$ cat config.mk
export PLATFORM = sky130hd
export DESIGN_NAME = cnsl_node
export DESIGN_NICKNAME = d
export VERILOG_FILES = /design/src/cnsl_pkg.sv /design/src/cnsl_id_pick.sv /design/src/cnsl_node.sv
export SDC_FILE = /design/constraint.sdc
export NUM_CORES = 1
export LEC_CHECK = 0
export ABC_AREA = 1
export BUFFER_PORTS_ARGS = -buffer_cell sky130_fd_sc_hd__clkbuf_2
export CORE_AREA = 2 2 191 193
export CTS_CLUSTER_SIZE = 25
export DETAILED_ROUTE_END_ITERATION = 16
export DIE_AREA = 0 0 193 195
export PLACE_DENSITY = 0.72
export REMOVE_ABC_BUFFERS = 1
export SYNTH_ARGS = -nofsm -noshare
export SYNTH_HDL_FRONTEND = slang
export SYNTH_SLANG_ARGS = --single-unit
$ cat constraint.sdc
create_clock -name clock_i -period 2.2 [get_ports clock_i]
set_clock_uncertainty 0.1 [all_clocks]
set_input_delay 0.22 -clock clock_i [delete_from_list [all_inputs] [get_ports clock_i]]
set_output_delay 0.22 -clock clock_i [all_outputs]
set_load 0.02 [all_outputs]
$ cat src/cnsl_pkg.sv
// Functional notes
// - every object identifier is eleven bits
// - lowest pending identifier is served first
// - management frames: identifier zero, two bytes
// - sync identifier configurable, resets to 80h
// - emergency identifier is 80h plus node
// - sdo in at 600h, out at 580h
// - guarding and heartbeat at 700h plus node
// - boot into pre-operational unless target says otherwise
// - pre-operational: no process data, sdo served
// - operational: sdo and process data both
// - stopped: management only, no sdo
// - start, stop, pre-operational transitions as listed
// - reset node reinitialises all objects
// - reset communication reinitialises communication objects
// - byte0 command, byte1 node; five codes
// - act on own node number or zero
// - state value shown; writes force state/action
// - every transfer confirmed; expedited up to four (code drops a request arriving while one is in progress, unanswered)
// - sdo bytes: command, index, subindex, data
// - sdo command codes select access type
package cnsl_pkg;
    localparam int ID_W = 11;
    localparam logic [10:0] COB_NMT = 11'h000;
    localparam logic [10:0] SYNC_ID_RST = 11'h080;
    localparam logic [10:0] EMCY_BASE = 11'h080;
    localparam logic [10:0] SDO_RX_BASE = 11'h600;
    localparam logic [10:0] SDO_TX_BASE = 11'h580;
    localparam logic [10:0] GUARD_BASE = 11'h700;
    localparam logic [3:0] NMT_DLC = 4'h2;
    localparam logic [3:0] SDO_DLC = 4'h8;
    localparam logic [3:0] HB_DLC = 4'h1;
    localparam logic [3:0] EMCY_DLC = 4'h8;
    // management command specifiers
    localparam logic [7:0] NMT_START = 8'h01;
    localparam logic [7:0] NMT_STOP = 8'h02;
    localparam logic [7:0] NMT_PREOP = 8'h80;
    localparam logic [7:0] NMT_RST_NODE = 8'h81;
    localparam logic [7:0] NMT_RST_COMM = 8'h82;
    localparam logic [7:0] NODE_ALL = 8'h00;
    // control value actions
    localparam logic [7:0] CTRL_RST_NODE = 8'h80;
    localparam logic [7:0] CTRL_RST_COMM = 8'h81;
    // sdo command bytes
    localparam logic [7:0] SDO_RD_REQ = 8'h40;
    localparam logic [7:0] SDO_WR_ACK = 8'h60;
    localparam logic [7:0] SDO_ERR = 8'h80;
    localparam logic [7:0] SDO_RD_REPLY = 8'h43;
    localparam logic [3:0] SDO_WR_TOP = 4'h2;
    localparam logic [31:0] ABORT_BAD_CS = 32'h05040001;
    typedef enum logic [7:0] {
        CNSL_INIT = 8'h00,
        CNSL_STOPPED = 8'h04,
        CNSL_OPER = 8'h05,
        CNSL_PREOP = 8'h7f
    } cnsl_state_t;
    typedef enum logic [1:0] {
        CNSL_BOOT_PREOP = 2'h0,
        CNSL_BOOT_STOP = 2'h1,
        CNSL_BOOT_OPER = 2'h2
    } cnsl_boot_t;
    typedef struct packed {
        logic [10:0] id;
        logic [3:0] dlc;
        logic [63:0] data;
    } cnsl_frame_t;
endpackage
$ cat src/cnsl_id_pick.sv
`timescale 1ns/1ns
// picks the lower of two pending identifiers
module cnsl_id_pick (
    input wire logic a_valid_i,
    input wire logic [10:0] a_id_i,
    input wire logic b_valid_i,
    input wire logic [10:0] b_id_i,
    output logic valid_o,
    output logic [10:0] id_o,
    output logic sel_b_o
);
    // lower identifier wins, a wins a tie
    assign sel_b_o = b_valid_i && (!a_valid_i || (b_id_i < a_id_i));
    assign valid_o = a_valid_i || b_valid_i;
    assign id_o = sel_b_o ? b_id_i : a_id_i;
endmodule

$ cat src/cnsl_node.sv
`timescale 1ns/1ns
module cnsl_node (
    input wire logic clock_i,
    input wire logic rst_n_i,
    input wire logic [6:0] node_id_i,
    input wire logic [1:0] boot_target_state_setting_i,
    input wire logic network_state_control_write_i,
    input wire logic [7:0] network_state_control_value_i,
    input wire logic sync_id_write_i,
    input wire logic [10:0] sync_id_i,
    input wire logic rx_valid_i,
    input wire cnsl_pkg::cnsl_frame_t rx_frame_i,
    input wire logic tx_ready_i,
    input wire logic emcy_req_i,
    input wire logic [63:0] emcy_data_i,
    input wire logic heartbeat_tick_i,
    input wire logic od_ack_i,
    input wire logic od_err_i,
    input wire logic [31:0] od_abort_i,
    input wire logic [31:0] od_rdata_i,
    input wire logic [2:0] od_rlen_i,
    output logic tx_valid_o,
    output cnsl_pkg::cnsl_frame_t tx_frame_o,
    output logic [7:0] network_state_o,
    output logic pdo_enable_o,
    output logic pdo_rx_valid_o,
    output cnsl_pkg::cnsl_frame_t pdo_rx_frame_o,
    output logic sync_rx_o,
    output logic [10:0] sync_id_o,
    output logic node_reset_o,
    output logic comm_reset_o,
    output logic od_req_o,
    output logic od_write_o,
    output logic [15:0] od_index_o,
    output logic [7:0] od_sub_o,
    output logic [31:0] od_wdata_o,
    output logic [2:0] od_len_o
);
    cnsl_pkg::cnsl_state_t state_reg, state_next, boot_state;
    logic [10:0] sync_id_reg;
    logic tx_valid_reg, pdo_en_reg, pdo_valid_reg, sync_rx_reg;
    cnsl_pkg::cnsl_frame_t tx_frame_reg, pdo_frame_reg;
    logic node_rst_reg, comm_rst_reg;
    logic hb_pend_reg, emcy_pend_reg, sdo_pend_reg, sdo_busy_reg;
    logic [7:0] hb_code_reg;
    logic [63:0] emcy_data_reg, sdo_resp_reg;
    logic od_req_reg, od_write_reg;
    logic [15:0] od_index_reg;
    logic [7:0] od_sub_reg;
    logic [31:0] od_wdata_reg;
    logic [2:0] od_len_reg;

    // identifiers derived from the node number
    wire [10:0] node_ext = {4'h0, node_id_i};
    wire [10:0] emcy_id = cnsl_pkg::EMCY_BASE + node_ext;
    wire [10:0] sdo_rx_id = cnsl_pkg::SDO_RX_BASE + node_ext;
    wire [10:0] sdo_tx_id = cnsl_pkg::SDO_TX_BASE + node_ext;
    wire [10:0] hb_id = cnsl_pkg::GUARD_BASE + node_ext;

    // management frame decode
    wire [7:0] nmt_cs = rx_frame_i.data[7:0];
    wire [7:0] nmt_node = rx_frame_i.data[15:8];
    wire rx_nmt = rx_valid_i && rx_frame_i.id == cnsl_pkg::COB_NMT
        && rx_frame_i.dlc == cnsl_pkg::NMT_DLC;
    wire nmt_mine = rx_nmt && (nmt_node == {1'b0, node_id_i}
        || nmt_node == cnsl_pkg::NODE_ALL);
    wire live = state_reg != cnsl_pkg::CNSL_INIT;
    wire is_preop = state_reg == cnsl_pkg::CNSL_PREOP;
    wire is_oper = state_reg == cnsl_pkg::CNSL_OPER;
    wire is_stop = state_reg == cnsl_pkg::CNSL_STOPPED;
    wire sdo_open = is_preop || is_oper;

    // commands from the link, gated by source state
    wire n_start = nmt_mine && nmt_cs == cnsl_pkg::NMT_START && (is_preop || is_stop);
    wire n_stop = nmt_mine && nmt_cs == cnsl_pkg::NMT_STOP && (is_preop || is_oper);
    wire n_preop = nmt_mine && nmt_cs == cnsl_pkg::NMT_PREOP && (is_oper || is_stop);
    wire n_rnode = nmt_mine && nmt_cs == cnsl_pkg::NMT_RST_NODE;
    wire n_rcomm = nmt_mine && nmt_cs == cnsl_pkg::NMT_RST_COMM;
    // commands from the control value, forced from any live state
    wire cw = network_state_control_write_i && live;
    wire [7:0] cv = network_state_control_value_i;
    wire c_oper = cw && cv == cnsl_pkg::CNSL_OPER;
    wire c_stop = cw && cv == cnsl_pkg::CNSL_STOPPED;
    wire c_preop = cw && cv == cnsl_pkg::CNSL_PREOP;
    wire c_rnode = cw && cv == cnsl_pkg::CTRL_RST_NODE;
    wire c_rcomm = cw && cv == cnsl_pkg::CTRL_RST_COMM;
    wire do_rnode = live && (n_rnode || c_rnode);
    wire do_rcomm = live && !do_rnode && (n_rcomm || c_rcomm);
    wire any_rst = do_rnode || do_rcomm;

    // boot target selection
    assign boot_state = boot_target_state_setting_i == cnsl_pkg::CNSL_BOOT_STOP
        ? cnsl_pkg::CNSL_STOPPED
        : boot_target_state_setting_i == cnsl_pkg::CNSL_BOOT_OPER
        ? cnsl_pkg::CNSL_OPER : cnsl_pkg::CNSL_PREOP;

    // network state transitions
    always_comb begin
        state_next = state_reg;
        case (state_reg)
            cnsl_pkg::CNSL_INIT: state_next = boot_state;
            cnsl_pkg::CNSL_PREOP, cnsl_pkg::CNSL_OPER, cnsl_pkg::CNSL_STOPPED: begin
                if (any_rst) begin
                    state_next = cnsl_pkg::CNSL_INIT;
                end else if (n_start || n_stop || n_preop) begin
                    state_next = n_start ? cnsl_pkg::CNSL_OPER
                        : n_stop ? cnsl_pkg::CNSL_STOPPED : cnsl_pkg::CNSL_PREOP;
                end else if (c_oper || c_stop || c_preop) begin
                    state_next = cnsl_pkg::cnsl_state_t'(cv);
                end
            end
            default: state_next = cnsl_pkg::CNSL_INIT;
        endcase
    end

    // sync and process data receive decode
    wire rx_sdo = rx_valid_i && rx_frame_i.id == sdo_rx_id
        && rx_frame_i.dlc == cnsl_pkg::SDO_DLC && sdo_open;
    wire rx_sync = rx_valid_i && rx_frame_i.id == sync_id_reg && sdo_open;
    wire rx_other = rx_valid_i && rx_frame_i.id != cnsl_pkg::COB_NMT
        && rx_frame_i.id != sdo_rx_id && rx_frame_i.id != sync_id_reg;
    wire rx_pdo = rx_other && is_oper;

    // sdo request decode
    wire [7:0] sdo_cs = rx_frame_i.data[7:0];
    wire [15:0] sdo_idx = rx_frame_i.data[23:8];
    wire [7:0] sdo_sub = rx_frame_i.data[31:24];
    wire sdo_free = !sdo_busy_reg && !sdo_pend_reg;
    wire sdo_rd = sdo_cs == cnsl_pkg::SDO_RD_REQ;
    // expedited writes are 23h, 27h, 2bh and 2fh: high nibble 2, low bits 11
    wire sdo_wr = sdo_cs[7:4] == cnsl_pkg::SDO_WR_TOP && sdo_cs[1:0] == 2'h3;
    wire sdo_take = rx_sdo && sdo_free;
    wire [2:0] wr_len = 3'h4 - {1'b0, sdo_cs[3:2]};
    wire [2:0] rlen_fix = (od_rlen_i == 3'h0 || od_rlen_i > 3'h4) ? 3'h4 : od_rlen_i;
    wire [2:0] rd_gap = 3'h4 - rlen_fix;
    wire [7:0] rd_cs = cnsl_pkg::SDO_RD_REPLY | {4'h0, rd_gap[1:0], 2'h0};
    wire [31:0] rd_mask = 32'hffffffff >> {rd_gap, 3'h0};
    wire [23:0] hdr_req = {sdo_sub, sdo_idx};
    wire [23:0] hdr_hold = {od_sub_reg, od_index_reg};
    wire od_done = od_ack_i && sdo_busy_reg;
    wire [63:0] resp_done = od_err_i ? {od_abort_i, hdr_hold, cnsl_pkg::SDO_ERR}
        : od_write_reg ? {32'h0, hdr_hold, cnsl_pkg::SDO_WR_ACK}
        : {od_rdata_i & rd_mask, hdr_hold, rd_cs};
    wire [63:0] resp_bad = {cnsl_pkg::ABORT_BAD_CS, hdr_req, cnsl_pkg::SDO_ERR};

    // transmit arbitration: lowest identifier first
    wire tx_free = !tx_valid_reg || tx_ready_i;
    wire emcy_req = emcy_pend_reg && sdo_open;
    wire sdo_req = sdo_pend_reg && sdo_open;
    wire ab_valid, ab_sel_sdo, win_sel_hb, win_valid;
    wire [10:0] ab_id, win_id;
    cnsl_id_pick pick_ab (
        .a_valid_i(emcy_req),
        .a_id_i(emcy_id),
        .b_valid_i(sdo_req),
        .b_id_i(sdo_tx_id),
        .valid_o(ab_valid),
        .id_o(ab_id),
        .sel_b_o(ab_sel_sdo)
    );
    cnsl_id_pick pick_win (
        .a_valid_i(ab_valid),
        .a_id_i(ab_id),
        .b_valid_i(hb_pend_reg),
        .b_id_i(hb_id),
        .valid_o(win_valid),
        .id_o(win_id),
        .sel_b_o(win_sel_hb)
    );
    wire tx_load = tx_free && win_valid;
    wire ld_hb = tx_load && win_sel_hb;
    wire ld_sdo = tx_load && !win_sel_hb && ab_sel_sdo;
    wire ld_emcy = tx_load && !win_sel_hb && !ab_sel_sdo;
    wire [3:0] win_dlc = win_sel_hb ? cnsl_pkg::HB_DLC
        : ab_sel_sdo ? cnsl_pkg::SDO_DLC : cnsl_pkg::EMCY_DLC;
    wire [63:0] win_data = win_sel_hb ? {56'h0, hb_code_reg}
        : ab_sel_sdo ? sdo_resp_reg : emcy_data_reg;
    wire hb_set = state_reg == cnsl_pkg::CNSL_INIT || heartbeat_tick_i;
    wire emcy_set = emcy_req_i && sdo_open;
    wire sdo_set = (sdo_take && !sdo_rd && !sdo_wr) || od_done;

    // network state and reset pulses
    always_ff @(posedge clock_i) begin
        if (!rst_n_i) begin
            state_reg <= cnsl_pkg::CNSL_INIT;
            pdo_en_reg <= 1'b0;
            node_rst_reg <= 1'b0;
            comm_rst_reg <= 1'b0;
        end else begin
            state_reg <= state_next;
            pdo_en_reg <= state_next == cnsl_pkg::CNSL_OPER;
            node_rst_reg <= do_rnode;
            comm_rst_reg <= do_rcomm;
        end
    end

    // sync identifier, restored by either reset command
    always_ff @(posedge clock_i) begin
        if (!rst_n_i) begin
            sync_id_reg <= cnsl_pkg::SYNC_ID_RST;
        end else if (any_rst) begin
            sync_id_reg <= cnsl_pkg::SYNC_ID_RST;
        end else if (sync_id_write_i) begin
            sync_id_reg <= sync_id_i;
        end
    end

    // receive side pulses to the application
    always_ff @(posedge clock_i) begin
        if (!rst_n_i) begin
            sync_rx_reg <= 1'b0;
            pdo_valid_reg <= 1'b0;
            pdo_frame_reg <= '0;
        end else begin
            sync_rx_reg <= rx_sync;
            pdo_valid_reg <= rx_pdo;
            if (rx_pdo) begin
                pdo_frame_reg <= rx_frame_i;
            end
        end
    end

    // pending transmit requests, a set beats a clear
    always_ff @(posedge clock_i) begin
        if (!rst_n_i) begin
            hb_pend_reg <= 1'b0;
            hb_code_reg <= 8'h00;
            emcy_pend_reg <= 1'b0;
            emcy_data_reg <= 64'h0;
        end else begin
            hb_pend_reg <= hb_set || (hb_pend_reg && !ld_hb);
            if (hb_set) begin
                hb_code_reg <= state_reg; // boot-up sends zero
            end
            emcy_pend_reg <= emcy_set || (emcy_pend_reg && !ld_emcy && !any_rst);
            if (emcy_set) begin
                emcy_data_reg <= emcy_data_i;
            end
        end
    end

    // sdo server: one expedited transfer at a time
    always_ff @(posedge clock_i) begin
        if (!rst_n_i) begin
            sdo_busy_reg <= 1'b0;
            sdo_pend_reg <= 1'b0;
            sdo_resp_reg <= 64'h0;
        end else begin
            sdo_busy_reg <= (sdo_take && (sdo_rd || sdo_wr))
                || (sdo_busy_reg && !od_ack_i && !any_rst);
            sdo_pend_reg <= sdo_set
                || (sdo_pend_reg && !ld_sdo && sdo_open && !any_rst);
            if (od_done) begin
                sdo_resp_reg <= resp_done;
            end else if (sdo_take) begin
                sdo_resp_reg <= resp_bad;
            end
        end
    end

    // object access request toward the application
    always_ff @(posedge clock_i) begin
        if (!rst_n_i) begin
            od_req_reg <= 1'b0;
            od_write_reg <= 1'b0;
            od_index_reg <= 16'h0;
            od_sub_reg <= 8'h00;
            od_wdata_reg <= 32'h0;
            od_len_reg <= 3'h0;
        end else begin
            od_req_reg <= sdo_take && (sdo_rd || sdo_wr);
            if (sdo_take && (sdo_rd || sdo_wr)) begin
                od_write_reg <= sdo_wr;
                od_index_reg <= sdo_idx;
                od_sub_reg <= sdo_sub;
                od_wdata_reg <= rx_frame_i.data[63:32];
                od_len_reg <= sdo_wr ? wr_len : 3'h0;
            end
        end
    end

    // transmit holding register
    always_ff @(posedge clock_i) begin
        if (!rst_n_i) begin
            tx_valid_reg <= 1'b0;
            tx_frame_reg <= '0;
        end else begin
            if (tx_load) begin
                tx_frame_reg <= '{id: win_id, dlc: win_dlc, data: win_data};
            end
            tx_valid_reg <= tx_load || (tx_valid_reg && !tx_ready_i);
        end
    end

    assign tx_valid_o = tx_valid_reg;
    assign tx_frame_o = tx_frame_reg;
    assign network_state_o = state_reg;
    assign pdo_enable_o = pdo_en_reg;
    assign pdo_rx_valid_o = pdo_valid_reg;
    assign pdo_rx_frame_o = pdo_frame_reg;
    assign sync_rx_o = sync_rx_reg;
    assign sync_id_o = sync_id_reg;
    assign node_reset_o = node_rst_reg;
    assign comm_reset_o = comm_rst_reg;
    assign od_req_o = od_req_reg;
    assign od_write_o = od_write_reg;
    assign od_index_o = od_index_reg;
    assign od_sub_o = od_sub_reg;
    assign od_wdata_o = od_wdata_reg;
    assign od_len_o = od_len_reg;

    // checks
    chk_nmt_start: assert property (@(posedge clock_i) disable iff (!rst_n_i)
        n_start && !any_rst |=> state_reg == cnsl_pkg::CNSL_OPER)
        else $error("start command did not reach operational");
    chk_foreign_nmt: assert property (@(posedge clock_i) disable iff (!rst_n_i)
        rx_nmt && !nmt_mine && !cw && live |=> $stable(state_reg))
        else $error("foreign management frame changed state");
    chk_stopped_sdo: assert property (@(posedge clock_i) disable iff (!rst_n_i)
        is_stop |=> !od_req_o)
        else $error("object request issued while stopped");
    chk_pdo_gate: assert property (@(posedge clock_i) disable iff (!rst_n_i)
        pdo_rx_valid_o |-> $past(state_reg) == cnsl_pkg::CNSL_OPER)
        else $error("process data passed outside operational");
    chk_boot_target: assert property (@(posedge clock_i) disable iff (!rst_n_i)
        state_reg == cnsl_pkg::CNSL_INIT |=> state_reg == $past(boot_state))
        else $error("initialisation left to wrong state");
    chk_sync_reset: assert property (@(posedge clock_i) disable iff (!rst_n_i)
        any_rst |=> sync_id_o == cnsl_pkg::SYNC_ID_RST)
        else $error("sync identifier not restored");
    chk_node_reset: assert property (@(posedge clock_i) disable iff (!rst_n_i)
        do_rnode |=> node_reset_o && state_reg == cnsl_pkg::CNSL_INIT ##1 !node_reset_o)
        else $error("reset node pulse or state wrong");
    chk_tx_order: assert property (@(posedge clock_i) disable iff (!rst_n_i)
        tx_load && emcy_req |=> tx_frame_o.id == emcy_id)
        else $error("emergency not sent before higher identifiers");
    chk_sdo_reply: assert property (@(posedge clock_i) disable iff (!rst_n_i)
        od_done && sdo_open && !any_rst |-> ##[1:4] tx_valid_o && tx_frame_o.id == sdo_tx_id)
        else $error("sdo transfer not confirmed");
endmodule

# Word level (Yosys, flattened, before mapping)
# Index checks and enable logic that the tools add are counted.
# Widths: inputs -> output; s select.
# totals
ff_bits,384
in_bits,248
output_inout_bits,244
wordCells,189
# classes
n_addsub,6
magnitude_cmp,3
eq_ne,26
shift,1
mux,19
bitwise,2
n_reduce_logical,105
# ops
cell,count
$mux 64,6
$logic_and 1x1->1,55
$eq 8x3->1 const B,5
$eq 8x8->1 const B,5
$and 32x32->32,1
$shr 32x6->32 const A,1
$mux 7,4
$logic_or 1x1->1,25
$eq 8x7->1 const B,3
$mux 8,3
$eq 11x11->1,2
$mux 11,2
$ne 11x11->1,2
$logic_not 1->1,16
$logic_not 8->1,2
$pmux 8 s2,1
$add 10x8->11 const A,1
$add 11x7->11 const A,1
$logic_not 11->1,1
$lt 11x11->1,1
$lt 11x9->1,1
$reduce_bool 11->1,1
$add 9x8->10 const A,1
$add 8x7->9 const A,1
other kinds (18),21

# Longest topological paths before layout
# Gate-level depths: netlist of the first run.
# logic_depth
ltp_word,18
ltp_mapped,17
mapped_depth_nobuf,17

# Hierarchy
# A second synthesis of the first run with hierarchy kept.
# unflattened
hier_cells,2132
area_unflattened_um2,16397.0
# modules_own_cells
mod,instances,cells_each,area_each_um2,seq_area_each_um2
cnsl_node,1,1946,15290.9,7607.3
cnsl_id_pick,2,93,553.0,0.0

# Worst setup path before layout of the first run
# OpenSTA, ideal clock, no wires.
# synth_path
path_kind,input port to flip-flop
start,input port od_rlen_i[0]
end,register sdo_resp_reg[40]
setup_ns,0.070
arrival_time_ns,2.064
t_required_ns,2.030
path_slack_ns,-0.034
cell_stages,11
n_path_buf,1
cell_sequence,or2_2 > ha_1 > nor2_1 > inv_1 > ha_1 > xnor2_1 > or2_2 > clkbuf_1 > o21ai_0 > nand2_1 > a21oi_1
# synth_via
elab_chain_cells,9
word_cells_on_any_way,10
classes_between,add/sub: 1; order compare: 1; shift: 1; mux: 4; bitwise: 1; reduce/logical: 2
# synth_rtl
element,line,rtl
from (decl),cnsl_node.sv:21,"input wire logic [2:0] od_rlen_i,"
$gt 3x3->1 or $logic_not 3->1 (tied branches),cnsl_node.sv:134,wire [2:0] rlen_fix = (od_rlen_i == 3'h0 || od_rlen_i > 3'h4) ? 3'h4 : od_rlen_i;
$logic_or 1x1->1,cnsl_node.sv:134,
$mux 3 (*),cnsl_node.sv:134,
$sub 3x3->3 (*),cnsl_node.sv:135,wire [2:0] rd_gap = 3'h4 - rlen_fix;
$shr 32x6->32 (*),cnsl_node.sv:137,"wire [31:0] rd_mask = 32'hffffffff >> {rd_gap, 3'h0};"
$and 32x32->32 (*),cnsl_node.sv:143,": {od_rdata_i & rd_mask, hdr_hold, rd_cs};"
$mux 64 (*),cnsl_node.sv:142,": od_write_reg ? {32'h0, hdr_hold, cnsl_pkg::SDO_WR_ACK}"
$mux 64 (*),cnsl_node.sv:141,"wire [63:0] resp_done = od_err_i ? {od_abort_i, hdr_hold, cnsl_pkg::SDO_ERR}"
$mux 64 (*),cnsl_node.sv:253,if (od_done) begin
to (signal assigned),cnsl_node.sv:254,sdo_resp_reg <= resp_done;
to (signal assigned),cnsl_node.sv:256,sdo_resp_reg <= resp_bad;
to (decl),cnsl_node.sv:46,"logic [63:0] emcy_data_reg, sdo_resp_reg;"
# Every way passes the cells marked *; elsewhere a longest branch is shown, timed or not.
# A chain may end at the register's enable or synchronous reset.

# Final worst setup path of the first run
# layout_path
start,input port node_id_i[4]
end,register od_wdata_reg[22] (netlist: od_wdata_o[22])
# layout_via
elab_chain_cells,7
# layout_rtl
element,line,rtl
from (decl),cnsl_node.sv:5,"input wire logic [6:0] node_id_i,"
$add 10x8->11,cnsl_node.sv:56,wire [10:0] sdo_rx_id = cnsl_pkg::SDO_RX_BASE + node_ext;
$eq 11x11->1,cnsl_node.sv:117,wire rx_sdo = rx_valid_i && rx_frame_i.id == sdo_rx_id
$logic_and 1x1->1,cnsl_node.sv:117,
$logic_and 1x1->1 (2 in a row),cnsl_node.sv:118,&& rx_frame_i.dlc == cnsl_pkg::SDO_DLC && sdo_open;
$logic_and 1x1->1,cnsl_node.sv:132,wire sdo_take = rx_sdo && sdo_free;
$logic_and 1x1->1,cnsl_node.sv:272,if (sdo_take && (sdo_rd || sdo_wr)) begin
to (signal assigned),cnsl_node.sv:276,od_wdata_reg <= rx_frame_i.data[63:32];
to (decl),cnsl_node.sv:50,logic [31:0] od_wdata_reg;
# No other way between the ends.

==> impl_metrics.json, run 1 <==
{
  "core_um2": 35400,
  "crit_path_max_incr_delay_ns": 0.54,
  "dr.pass1.iters": 5,
  "fillCellCount": 2728,
  "pre_cts_slack_ns": -0.338,
  "path_class": "in2reg",
  "grt_pass1_wl_um": 90700,
  "yosys_warnings": 0,
  "path_clk_slew_ns": 0.06,
  "netlist_top_cells_area": "dfxtp_1 50%, nor2_1 14%, o21ai_0 7.9%",
  "cts_max_path_buffers": 3,
  "die-area_um2": 37600,
  "synth_top_area_share_pct": 49.6,
  "seqPwrFrac_pct": 43.2,
  "placementRows": 69,
  "io-pin-count": 492,
  "placed_cell_area_um2": 18300,
  "path_delay_family": "buffers and inverters",
  "cp_num_buf_inv": 5,
  "synth_ff_type": "dfxtp_1",
  "irDropWorstVdd_uv": 672,
  "max-cap-violations": 0,
  "yosysTopAreaCell": "dfxtp_1",
  "grt_max_degree": 133,
  "crit_fanout": 8,
  "final_area_um2": 23000,
  "start_kind": "input port",
  "power.internal_w": 0.0122,
  "layout-drive-gt1-share_pct": 26.8,
  "antenna_found_initial": 0,
  "switchingPower_w": 0.00397,
  "cts_sinks": 377,
  "end_kind": "flop",
  "finalSetupViolCount": 78,
  "clk_latency_ns": 0.56,
  "synthArstFlopShare_pct": 0,
  "comb_power_share_pct": 9.9,
  "status": "finished with violations",
  "rsz0062_at_grt": "true",
  "routedWlPerCell_um": 19.9,
  "avgSynthCellArea_um2": 7.38,
  "slowest_stage": "dlygate4sd3_1",
  "finalCriticalPeriod_ns": 2.35,
  "initial_core_util_pct": 43.0,
  "die_w_um": 193,
  "synth_edf_count": 0,
  "cts-root-buf": "clkbuf_16",
  "synth-seq-cells": 377,
  "ant_nets": 0,
  "netlist_instances": 2064,
  "cp.arrival_ns": 2.73,
  "fp.dieH_um": 195,
  "seq_area_frac_synth_pct": 49.6,
  "required_ns": 2.59,
  "drt_first_iter_violations": 1377,
  "clockPowerShare_pct": 46.9,
  "ctsHtreeMaxLevel": 2,
  "syn_area_um2": 15200,
  "worst_pin_slew_ns": 0.724,
  "p_leak_nw": 10.2,
  "routed_wl_um": 65000,
  "grt_pass1_vias": 17277,
  "maxSlewHeadroom_pct": 51.7,
  "via_per_inst": 5.45,
  "gp_congestion": 0.910,
  "cts_tree": "done",
  "io_buffers": 489,
  "grt_usage_pct": 30.3,
  "violations": "negative setup slack",
  "finalHoldViolCount": 0,
  "vias": 17830,
  "largest_reg_flops": 79,
  "drc": 0,
  "min_path_type": "in2reg",
  "setup_ws_ns": -0.148,
  "dpl.hpwl_um": 37200,
  "syn2layout_area_growth_pct": 51.3,
  "power_density_nw_per_um2": 703,
  "grt-ovfl-total": 0,
  "drv_slew": 0,
  "path_cells": "dlygate4sd3_1 -> clkbuf_2 -> xnor2_2 -> nand3_1 -> nor4_1 -> nand4_1 -> buf_6 -> nor2_4 -> buf_12 -> buf_16 -> o21ai_2 -> nor2_2",
  "swShare_pct": 24.5,
  "nNetsFinal": 3033,
  "numCtsBuffers": 42,
  "synthDistinctLibCells": 41,
  "max_freq_ghz": 0.426,
  "fin_crit_sh_pct": 107
}
## layout by cell type, fill, tap and decap left out, drive strengths merged, types with 2 or more instances in the layout
cell         instances
o2111ai              2
nand2              288
nand3b               3
o211ai               5
a32oi                7
nor4                 6
ha                   6
a32o                 7
xnor2                2
a21oi              113
dlygate4sd3        225
nor3                 8
conb                 3
or2                  3
o21bai              13
xor2                14
buf                 81
nor2               573
a211oi               8
nand4               11
o21ai              312
inv                 84
dfxtp              377
bufinv               5
mux2i               10
a41oi                4
a31oi               26
nand3               40
clkinv               7
clkbuf             563
## worst reg2reg max path: cells and delay by family, from the launching register on
kind / cells / cell delay [ns]
and+or+nand+nor: 8 / 1.13
DFF: 1 / 0.33
buffers and inverters: 3 / 0.54
AOI/OAI and AO/OA: 1 / 0.09
## power groups by stage
stage          combinational, W  sequential [W]  clock (W)
6_report                0.00161         0.00698    0.00759
5_1_grt                 0.00172         0.00699    0.00792
4_1_cts                 0.00151         0.00698    0.00761
3_5_place_dp            0.00119         0.00713          0
3_3_place_gp            0.00118         0.00713          0
2_1_floorplan          0.000451         0.00720          0
## final cells by class
class,instances,area [um^2],area share [%]
sequential,377,7550,32.8
multi-input combinational,1468,7060,30.6
timing repair buffer,808,6030,26.2
clock buffer,62,1260,5.46
tap,461,577,2.50
inverter,82,328,1.42
clock inverter,14,231,1.01
antenna,1,2.50,0.0109
## through the flow
step	total power [W]	instances	util (%)	hold slack (ns)	TNS, ns
after floorplan	0.00765	1927	-	0.218	-203.48
after global placement	0.00831	2935	51.6	0.346	-3.14
after detailed placement	0.00833	2935	51.6	0.354	-5.16
after CTS	0.0161	3238	62.3	0.00535	0
after global routing	0.0166	3272	65.1	0.0158	-16.31
final	0.0162	3273	65.1	0.0141	-5.64
## synthesized netlist by cell type, types with 11 or more instances
cell type and number:
nand4_1 11, nand3_1 40, a21oi_1 113, buf_2 35, nor2_1 568, clkbuf_1 82
nand2_1 283, inv_1 72, o21ai_1 72, o21ai_0 239, o21bai_1 13, a31oi_1 26
dfxtp_1 377, buf_4 13, xor2_1 14
## cells by family (layout without fill, tap and decap cells)
kind of cell               after synthesis  in the layout  synth area share, %
buffers and inverters                  221            966                 6.50
muxes                                   10             10                0.657
DFF                                    377            377                 49.6
adders and majority gates                6              6                0.493
xor gates and xnor gates                16             16                0.920
other                                    1              4               0.0246
AOI/OAI and AO/OA                      498            498                 17.6
and+or+nand+nor                        935            935                 24.2
## routing by layer
| layer | part of all wire [%] | wire (um) | vias to the layer above | global-route usage, % |
|---|---|---|---|---|
| met3 | 9.9 | 6460 | 257 | 6.36 |
| met1 | 37 | 24000 | 8297 | 34.9 |
| met5 | 0 | 0 | - | 0 |
| li1 | - | - | 8188 | - |
| met2 | 48 | 30900 | 1088 | 52.7 |
| met4 | 5.5 | 3550 | 0 | 15.4 |
## worst paths after layout
| kind | start | to | slack [ns] | depth (start not counted) |
|---|---|---|---|---|
| max | node_id_i[4] | od_wdata_o[22] | -0.15 | 12 |
| min reg2reg | tx_frame_o[11] | tx_frame_o[11] | 0.36 | 2 |
| min | od_rdata_i[20] | sdo_resp_reg[52] | 0.01 | 4 |
| max reg2reg | network_state_o[4] | od_wdata_o[22] | -0.05 | 12 |
## repair_timing
| action | in CTS | in global routing |
|---|---|---|
| pin swaps | 1 | 50 |
| buffers inserted | 1 | 15 |
| hold buffers | 225 | 0 |
| gates cloned | 1 | 20 |
| endpoints found under the setup margin | 1 | 253 |
| gates resized for setup | 1 | 141 |
| hold endpoints to repair | 281 | 0 |
Power figures use the tool's default switching activity.
==> run 2: changes to the inputs <==
- CORE_AREA: 2 2 191 193 -> 2 2 189 191
- DIE_AREA: 0 0 193 195 -> 0 0 191 193
- PLACE_DENSITY: 0.72 -> 0.7
- clock period: 2.2 -> 2.73 ns (I/O delays scaled with it)
==> impl_metrics.json, run 2 (same netlist as run 1, synthesis figures left out) <==
{
  "layout_common_cells": "565 x nor2_1, 488 x clkbuf_2, 377 x dfxtp_1",
  "insertedDiodeCount": 0,
  "path_delay_family": "simple AND/OR/NAND/NOR gates",
  "fin_cells": 3163,
  "maxSlewHeadroom_pct": 46.0,
  "grt_max_degree": 137,
  "rr_startpoint": "network_state_o[6]",
  "dpl.hpwl_um": 35700,
  "start_kind": "input port",
  "largest_reg_flops": 79,
  "min_path_type": "in2reg",
  "path_cells": "dlygate4sd3_1 -> clkbuf_2 -> or2_2 -> ha_1 -> nor2_2 -> inv_1 -> ha_1 -> xnor2_2 -> or2_2 -> o21ai_0 -> nand2_1 -> a21oi_1",
  "endpoint": "sdo_resp_reg[40]",
  "fillCellCount": 3061,
  "clk_latency_ns": 0.54,
  "grt_pass1_vias": 15831,
  "drc": 0,
  "final_common_cell": "nor2_1",
  "grt-ovfl-total": 0,
  "crit_fanout": 8,
  "required_ns": 3.10,
  "max-cap-violations": 0,
  "cts_tree": "done",
  "syn2layout_area_growth_pct": 39.2,
  "cp_num_cells": 12,
  "io_buffers": 489,
  "finalHoldViolCount": 0,
  "routedWlPerCell_um": 17.5,
  "fin_crit_sh_pct": 95.5,
  "r2r_cells": 11,
  "path_class": "in2reg",
  "cp-startpoint": "od_rlen_i[0]",
  "antenna_found_initial": 0,
  "grt_usage_pct": 29.0,
  "rsz0062_at_grt": "false",
  "initial_core_util_pct": 43.5,
  "vias": 16525,
  "numCtsBuffers": 40,
  "path_clk_slew_ns": 0.06,
  "crit_path_max_incr_delay_ns": 0.57,
  "dp.cells": 2908,
  "final_area_um2": 21200,
  "io-pin-count": 492,
  "end_kind": "flop",
  "placed_cell_area_um2": 18000,
  "slowest_stage": "dlygate4sd3_1",
  "ant_nets": 0,
  "cts_max_path_buffers": 3,
  "die-area_um2": 36900,
  "max_freq_ghz": 0.383,
  "worst_pin_slew_ns": 0.808,
  "irDropWorstVdd_uv": 455,
  "dr.pass1.iters": 5,
  "drv_slew": 0,
  "ctsHtreeMaxLevel": 2,
  "routed_wl_um": 55400,
  "grt_pass1_wl_um": 84900,
  "placementRows": 69,
  "power_density_nw_per_um2": 590,
  "multi_input_area_um2": 6740,
  "core_um2": 35000,
  "die_w_um": 191,
  "nNetsFinal": 2927,
  "cp.arrival_ns": 2.98,
  "p_leak_nw": 9.51,
  "drt_first_iter_violations": 1264,
  "finalCriticalPeriod_ns": 2.61,
  "gp_congestion": 0.896,
  "status": "finished clean",
  "via_per_inst": 5.22,
  "reg2reg_slack_ns": 0.28,
  "cts_setup_buffers": 0,
  "p_total_w": 0.0125,
  "cp_num_buf_inv": 3,
  "fp.dieH_um": 193,
  "cts-root-buf": "clkbuf_16",
  "layout-drive-gt1-share_pct": 22.8,
  "cts_sinks": 377,
  "r2r_end": "sync_id_o[8]",
  "seq_area_um2": 7550,
  "finalSetupViolCount": 0
}
run 2: cell count changes in the layout (fill, tap and decap cells not counted), sizes merged:
cell         before  now
bufbuf            1    0
buf              81   32
clkbuf          563  547
dlygate4sd3     225  184
diode             1    0
clkinvlp          0    1
clkinv            7    4
run 2: cell type report:
| class | instances | area share, % |
|---|---|---|
| multi-input combinational | 1468 | 31.8 |
| timing repair buffer | 704 | 21.9 |
| sequential | 377 | 35.6 |
| clock inverter | 12 | 0.921 |
| clock buffer | 59 | 5.54 |
| tap | 461 | 2.72 |
| inverter | 82 | 1.48 |
run 2: power by group:
| part | switching (W) | internal, W |
|---|---|---|
| combinational | 0.000664 | 0.000504 |
| sequential | 0.0000543 | 0.00557 |
| clock | 0.00226 | 0.00345 |
| total | 0.00298 | 0.00953 |
run 2: per-layer routing:
metal,vias to the layer above,part of all wire (%),global-route usage [%]
li1,7968,-,-
met1,7689,40,34.7
met2,730,48,51.1
met3,138,7.8,5.45
met4,0,3.8,12.0
met5,-,0,0
run 2: worst min-delay path by stage:
stage	depth (start not counted)	endpoint	start
2_1_floorplan	2	tx_frame_o[5]	rst_n_i
3_3_place_gp	2	emcy_data_reg[63]	emcy_data_reg[63]
3_5_place_dp	2	sdo_resp_reg[44]	sdo_resp_reg[44]
4_1_cts	5	sdo_resp_reg[59]	od_abort_i[27]
5_1_grt	5	sdo_resp_reg[45]	od_abort_i[13]
6_report	5	sdo_resp_reg[45]	od_abort_i[13]
run 2: through the flow:
step	utilization (%)	worst slack (ns)	hold WS (ns)	TNS, ns
floorplan	-	-0.455	0.271	-36.62
detailed placement	51.4	0.0535	0.354	0
finish	60.6	0.122	0.00499	0
CTS	60.6	0.0532	0.0000538	0
global placement	51.4	0.102	0.346	0
global route	60.6	0.00367	0.0271	0
run 2: tightest hold or removal path: cells and delay by family:
family / cells / cell delay [ns]
buffers and inverters: 1 / 0.10
AOI/OAI and AO/OA: 2 / 0.11
and+or+nand+nor: 2 / 0.11
run 2: timing repair:
action	CTS	global route
resized for setup	0	9
endpoints found under the hold margin	249	0
endpoints found under the setup margin	0	24
hold buffers	184	0
==> run 3: changes to the inputs <==
- REMOVE_ABC_BUFFERS: 1 -> default
==> impl_metrics.json, run 3 (same netlist as run 1, synthesis figures left out) <==
{
  "status": "finished clean",
  "required_ns": 3.11,
  "fin_cells": 3166,
  "fin_crit_sh_pct": 96.8,
  "cts_setup_buffers": 0,
  "drt_first_iter_violations": 1093,
  "largest_reg_flops": 79,
  "grt-ovfl-total": 0,
  "cts-root-buf": "clkbuf_16",
  "p_leak_nw": 9.54,
  "fillCellCount": 3085,
  "maxSlewHeadroom_pct": 36.2,
  "grt_max_degree": 120,
  "initial_core_util_pct": 43.5,
  "core_um2": 35000,
  "crit_fanout": 8,
  "fp.dieH_um": 193,
  "pre_cts_slack_ns": 0.0929,
  "final_area_um2": 21200,
  "min_path_type": "in2reg",
  "placed_cell_area_um2": 18000,
  "placementRows": 69,
  "grt_pass1_wl_um": 84600,
  "gp_congestion": 0.904,
  "cp.arrival_ns": 3.02,
  "layout_common_cells": "566 x nor2_1, 488 x clkbuf_2, 377 x dfxtp_1",
  "path_class": "in2reg",
  "syn2layout_area_growth_pct": 39.1,
  "cts_max_path_buffers": 3,
  "max-cap-violations": 0,
  "dr.pass1.iters": 6,
  "grt_usage_pct": 29.0,
  "dp.cells": 2910,
  "grt_pass1_vias": 16117,
  "routed_wl_um": 55700,
  "cts_sinks": 377,
  "routedWlPerCell_um": 17.6,
  "irDropWorstVdd_uv": 514,
  "finalSetupViolCount": 0,
  "r2r_cells": 9,
  "dpl.hpwl_um": 36900,
  "p_total_w": 0.0126,
  "io-pin-count": 492,
  "final_common_cell": "nor2_1",
  "nNetsFinal": 2925,
  "io_buffers": 489,
  "numCtsBuffers": 42,
  "drc": 0,
  "drv_slew": 0,
  "met2_wirelength_um": 26200,
  "start_kind": "input port",
  "via_per_inst": 5.26,
  "path_clk_slew_ns": 0.06,
  "end_kind": "flop",
  "die-area_um2": 36900,
  "met3_length_um": 4670,
  "max_freq_ghz": 0.378,
  "antenna_found_initial": 0,
  "maxUsedRoutingLayer": "met4",
  "reg2reg_slack_ns": 0.28,
  "finalCriticalPeriod_ns": 2.64,
  "finalHoldViolCount": 0,
  "clk_latency_ns": 0.54,
  "worst_pin_slew_ns": 0.957,
  "cts_tree": "done",
  "setup_ws_ns": 0.0878,
  "power_density_nw_per_um2": 594,
  "min_path_cells": 3,
  "drt-met1-wl_um": 22000,
  "die_w_um": 191,
  "ctsHtreeMaxLevel": 2,
  "vias": 16641,
  "layout-drive-gt1-share_pct": 23.0,
  "ant_nets": 0
}
==> run 3: final cells by class <==
| cell class | count | area, um^2 | share of cell area [%] |
|---|---|---|---|
| Antenna cell | 1 | 2.50 | 0.0118 |
| Clock buffer | 60 | 1210 | 5.71 |
| Clock inverter | 17 | 209 | 0.986 |
| Inverter | 82 | 310 | 1.46 |
| Multi-Input combinational cell | 1468 | 6740 | 31.8 |
| Sequential cell | 377 | 7550 | 35.6 |
| Tap cell | 461 | 577 | 2.72 |
| Timing Repair Buffer | 700 | 4590 | 21.7 |
==> run 3: critical path, cell delays in order <==
cell	delay, ns
dlygate4sd3_1	0.58
clkbuf_2	0.15
inv_1	0.09
nand2_1	0.11
nand2_1	0.12
nor4_2	0.38
nand4_1	0.24
nand2_4	0.22
o21ai_0	0.10
a21oi_1	0.17
dlygate4sd3_1	0.57
==> run 3: layer usage <==
layer / GRT usage [%] / up-vias
met4: 15.4 / 0
met3: 6.88 / 197
met2: 49.1 / 804
li1: - / 7962
met1: 34.2 / 7678
met5: 0 / -
==> run 3: what timing repair did <==
item | CTS | global route
hold buffers | 178 | 0
endpoints found under the hold margin | 242 | 0
gates resized for setup | 0 | 5
setup endpoints to repair | 0 | 35
==> run 3: final timing paths <==
path | start | endpoint
setup / recovery | node_id_i[1] | sdo_resp_reg[56]
hold / removal | rx_frame_i[68] | pdo_rx_frame_o[68]
setup reg to reg | network_state_o[2] | sdo_resp_reg[56]
hold reg to reg | tx_frame_o[62] | tx_frame_o[62]
==> run 3: where the power goes <==
part	leakage [nW]	switching (W)	internal [W]
combinational	5.79	0.000663	0.000501
clock	0.699	0.00232	0.00348
sequential	3.04	0.0000509	0.00557
==> run 3: stage by stage <==
stage / util, % / hold WS [ns] / setup TNS [ns]
floorplan: - / 0.308 / 0
global placement: 51.4 / 0.350 / 0
detailed placement: 51.4 / 0.354 / 0
CTS: 60.5 / 0.00144 / 0
global route: 60.6 / 0.00582 / -0.138
finish: 60.6 / 0.0109 / 0
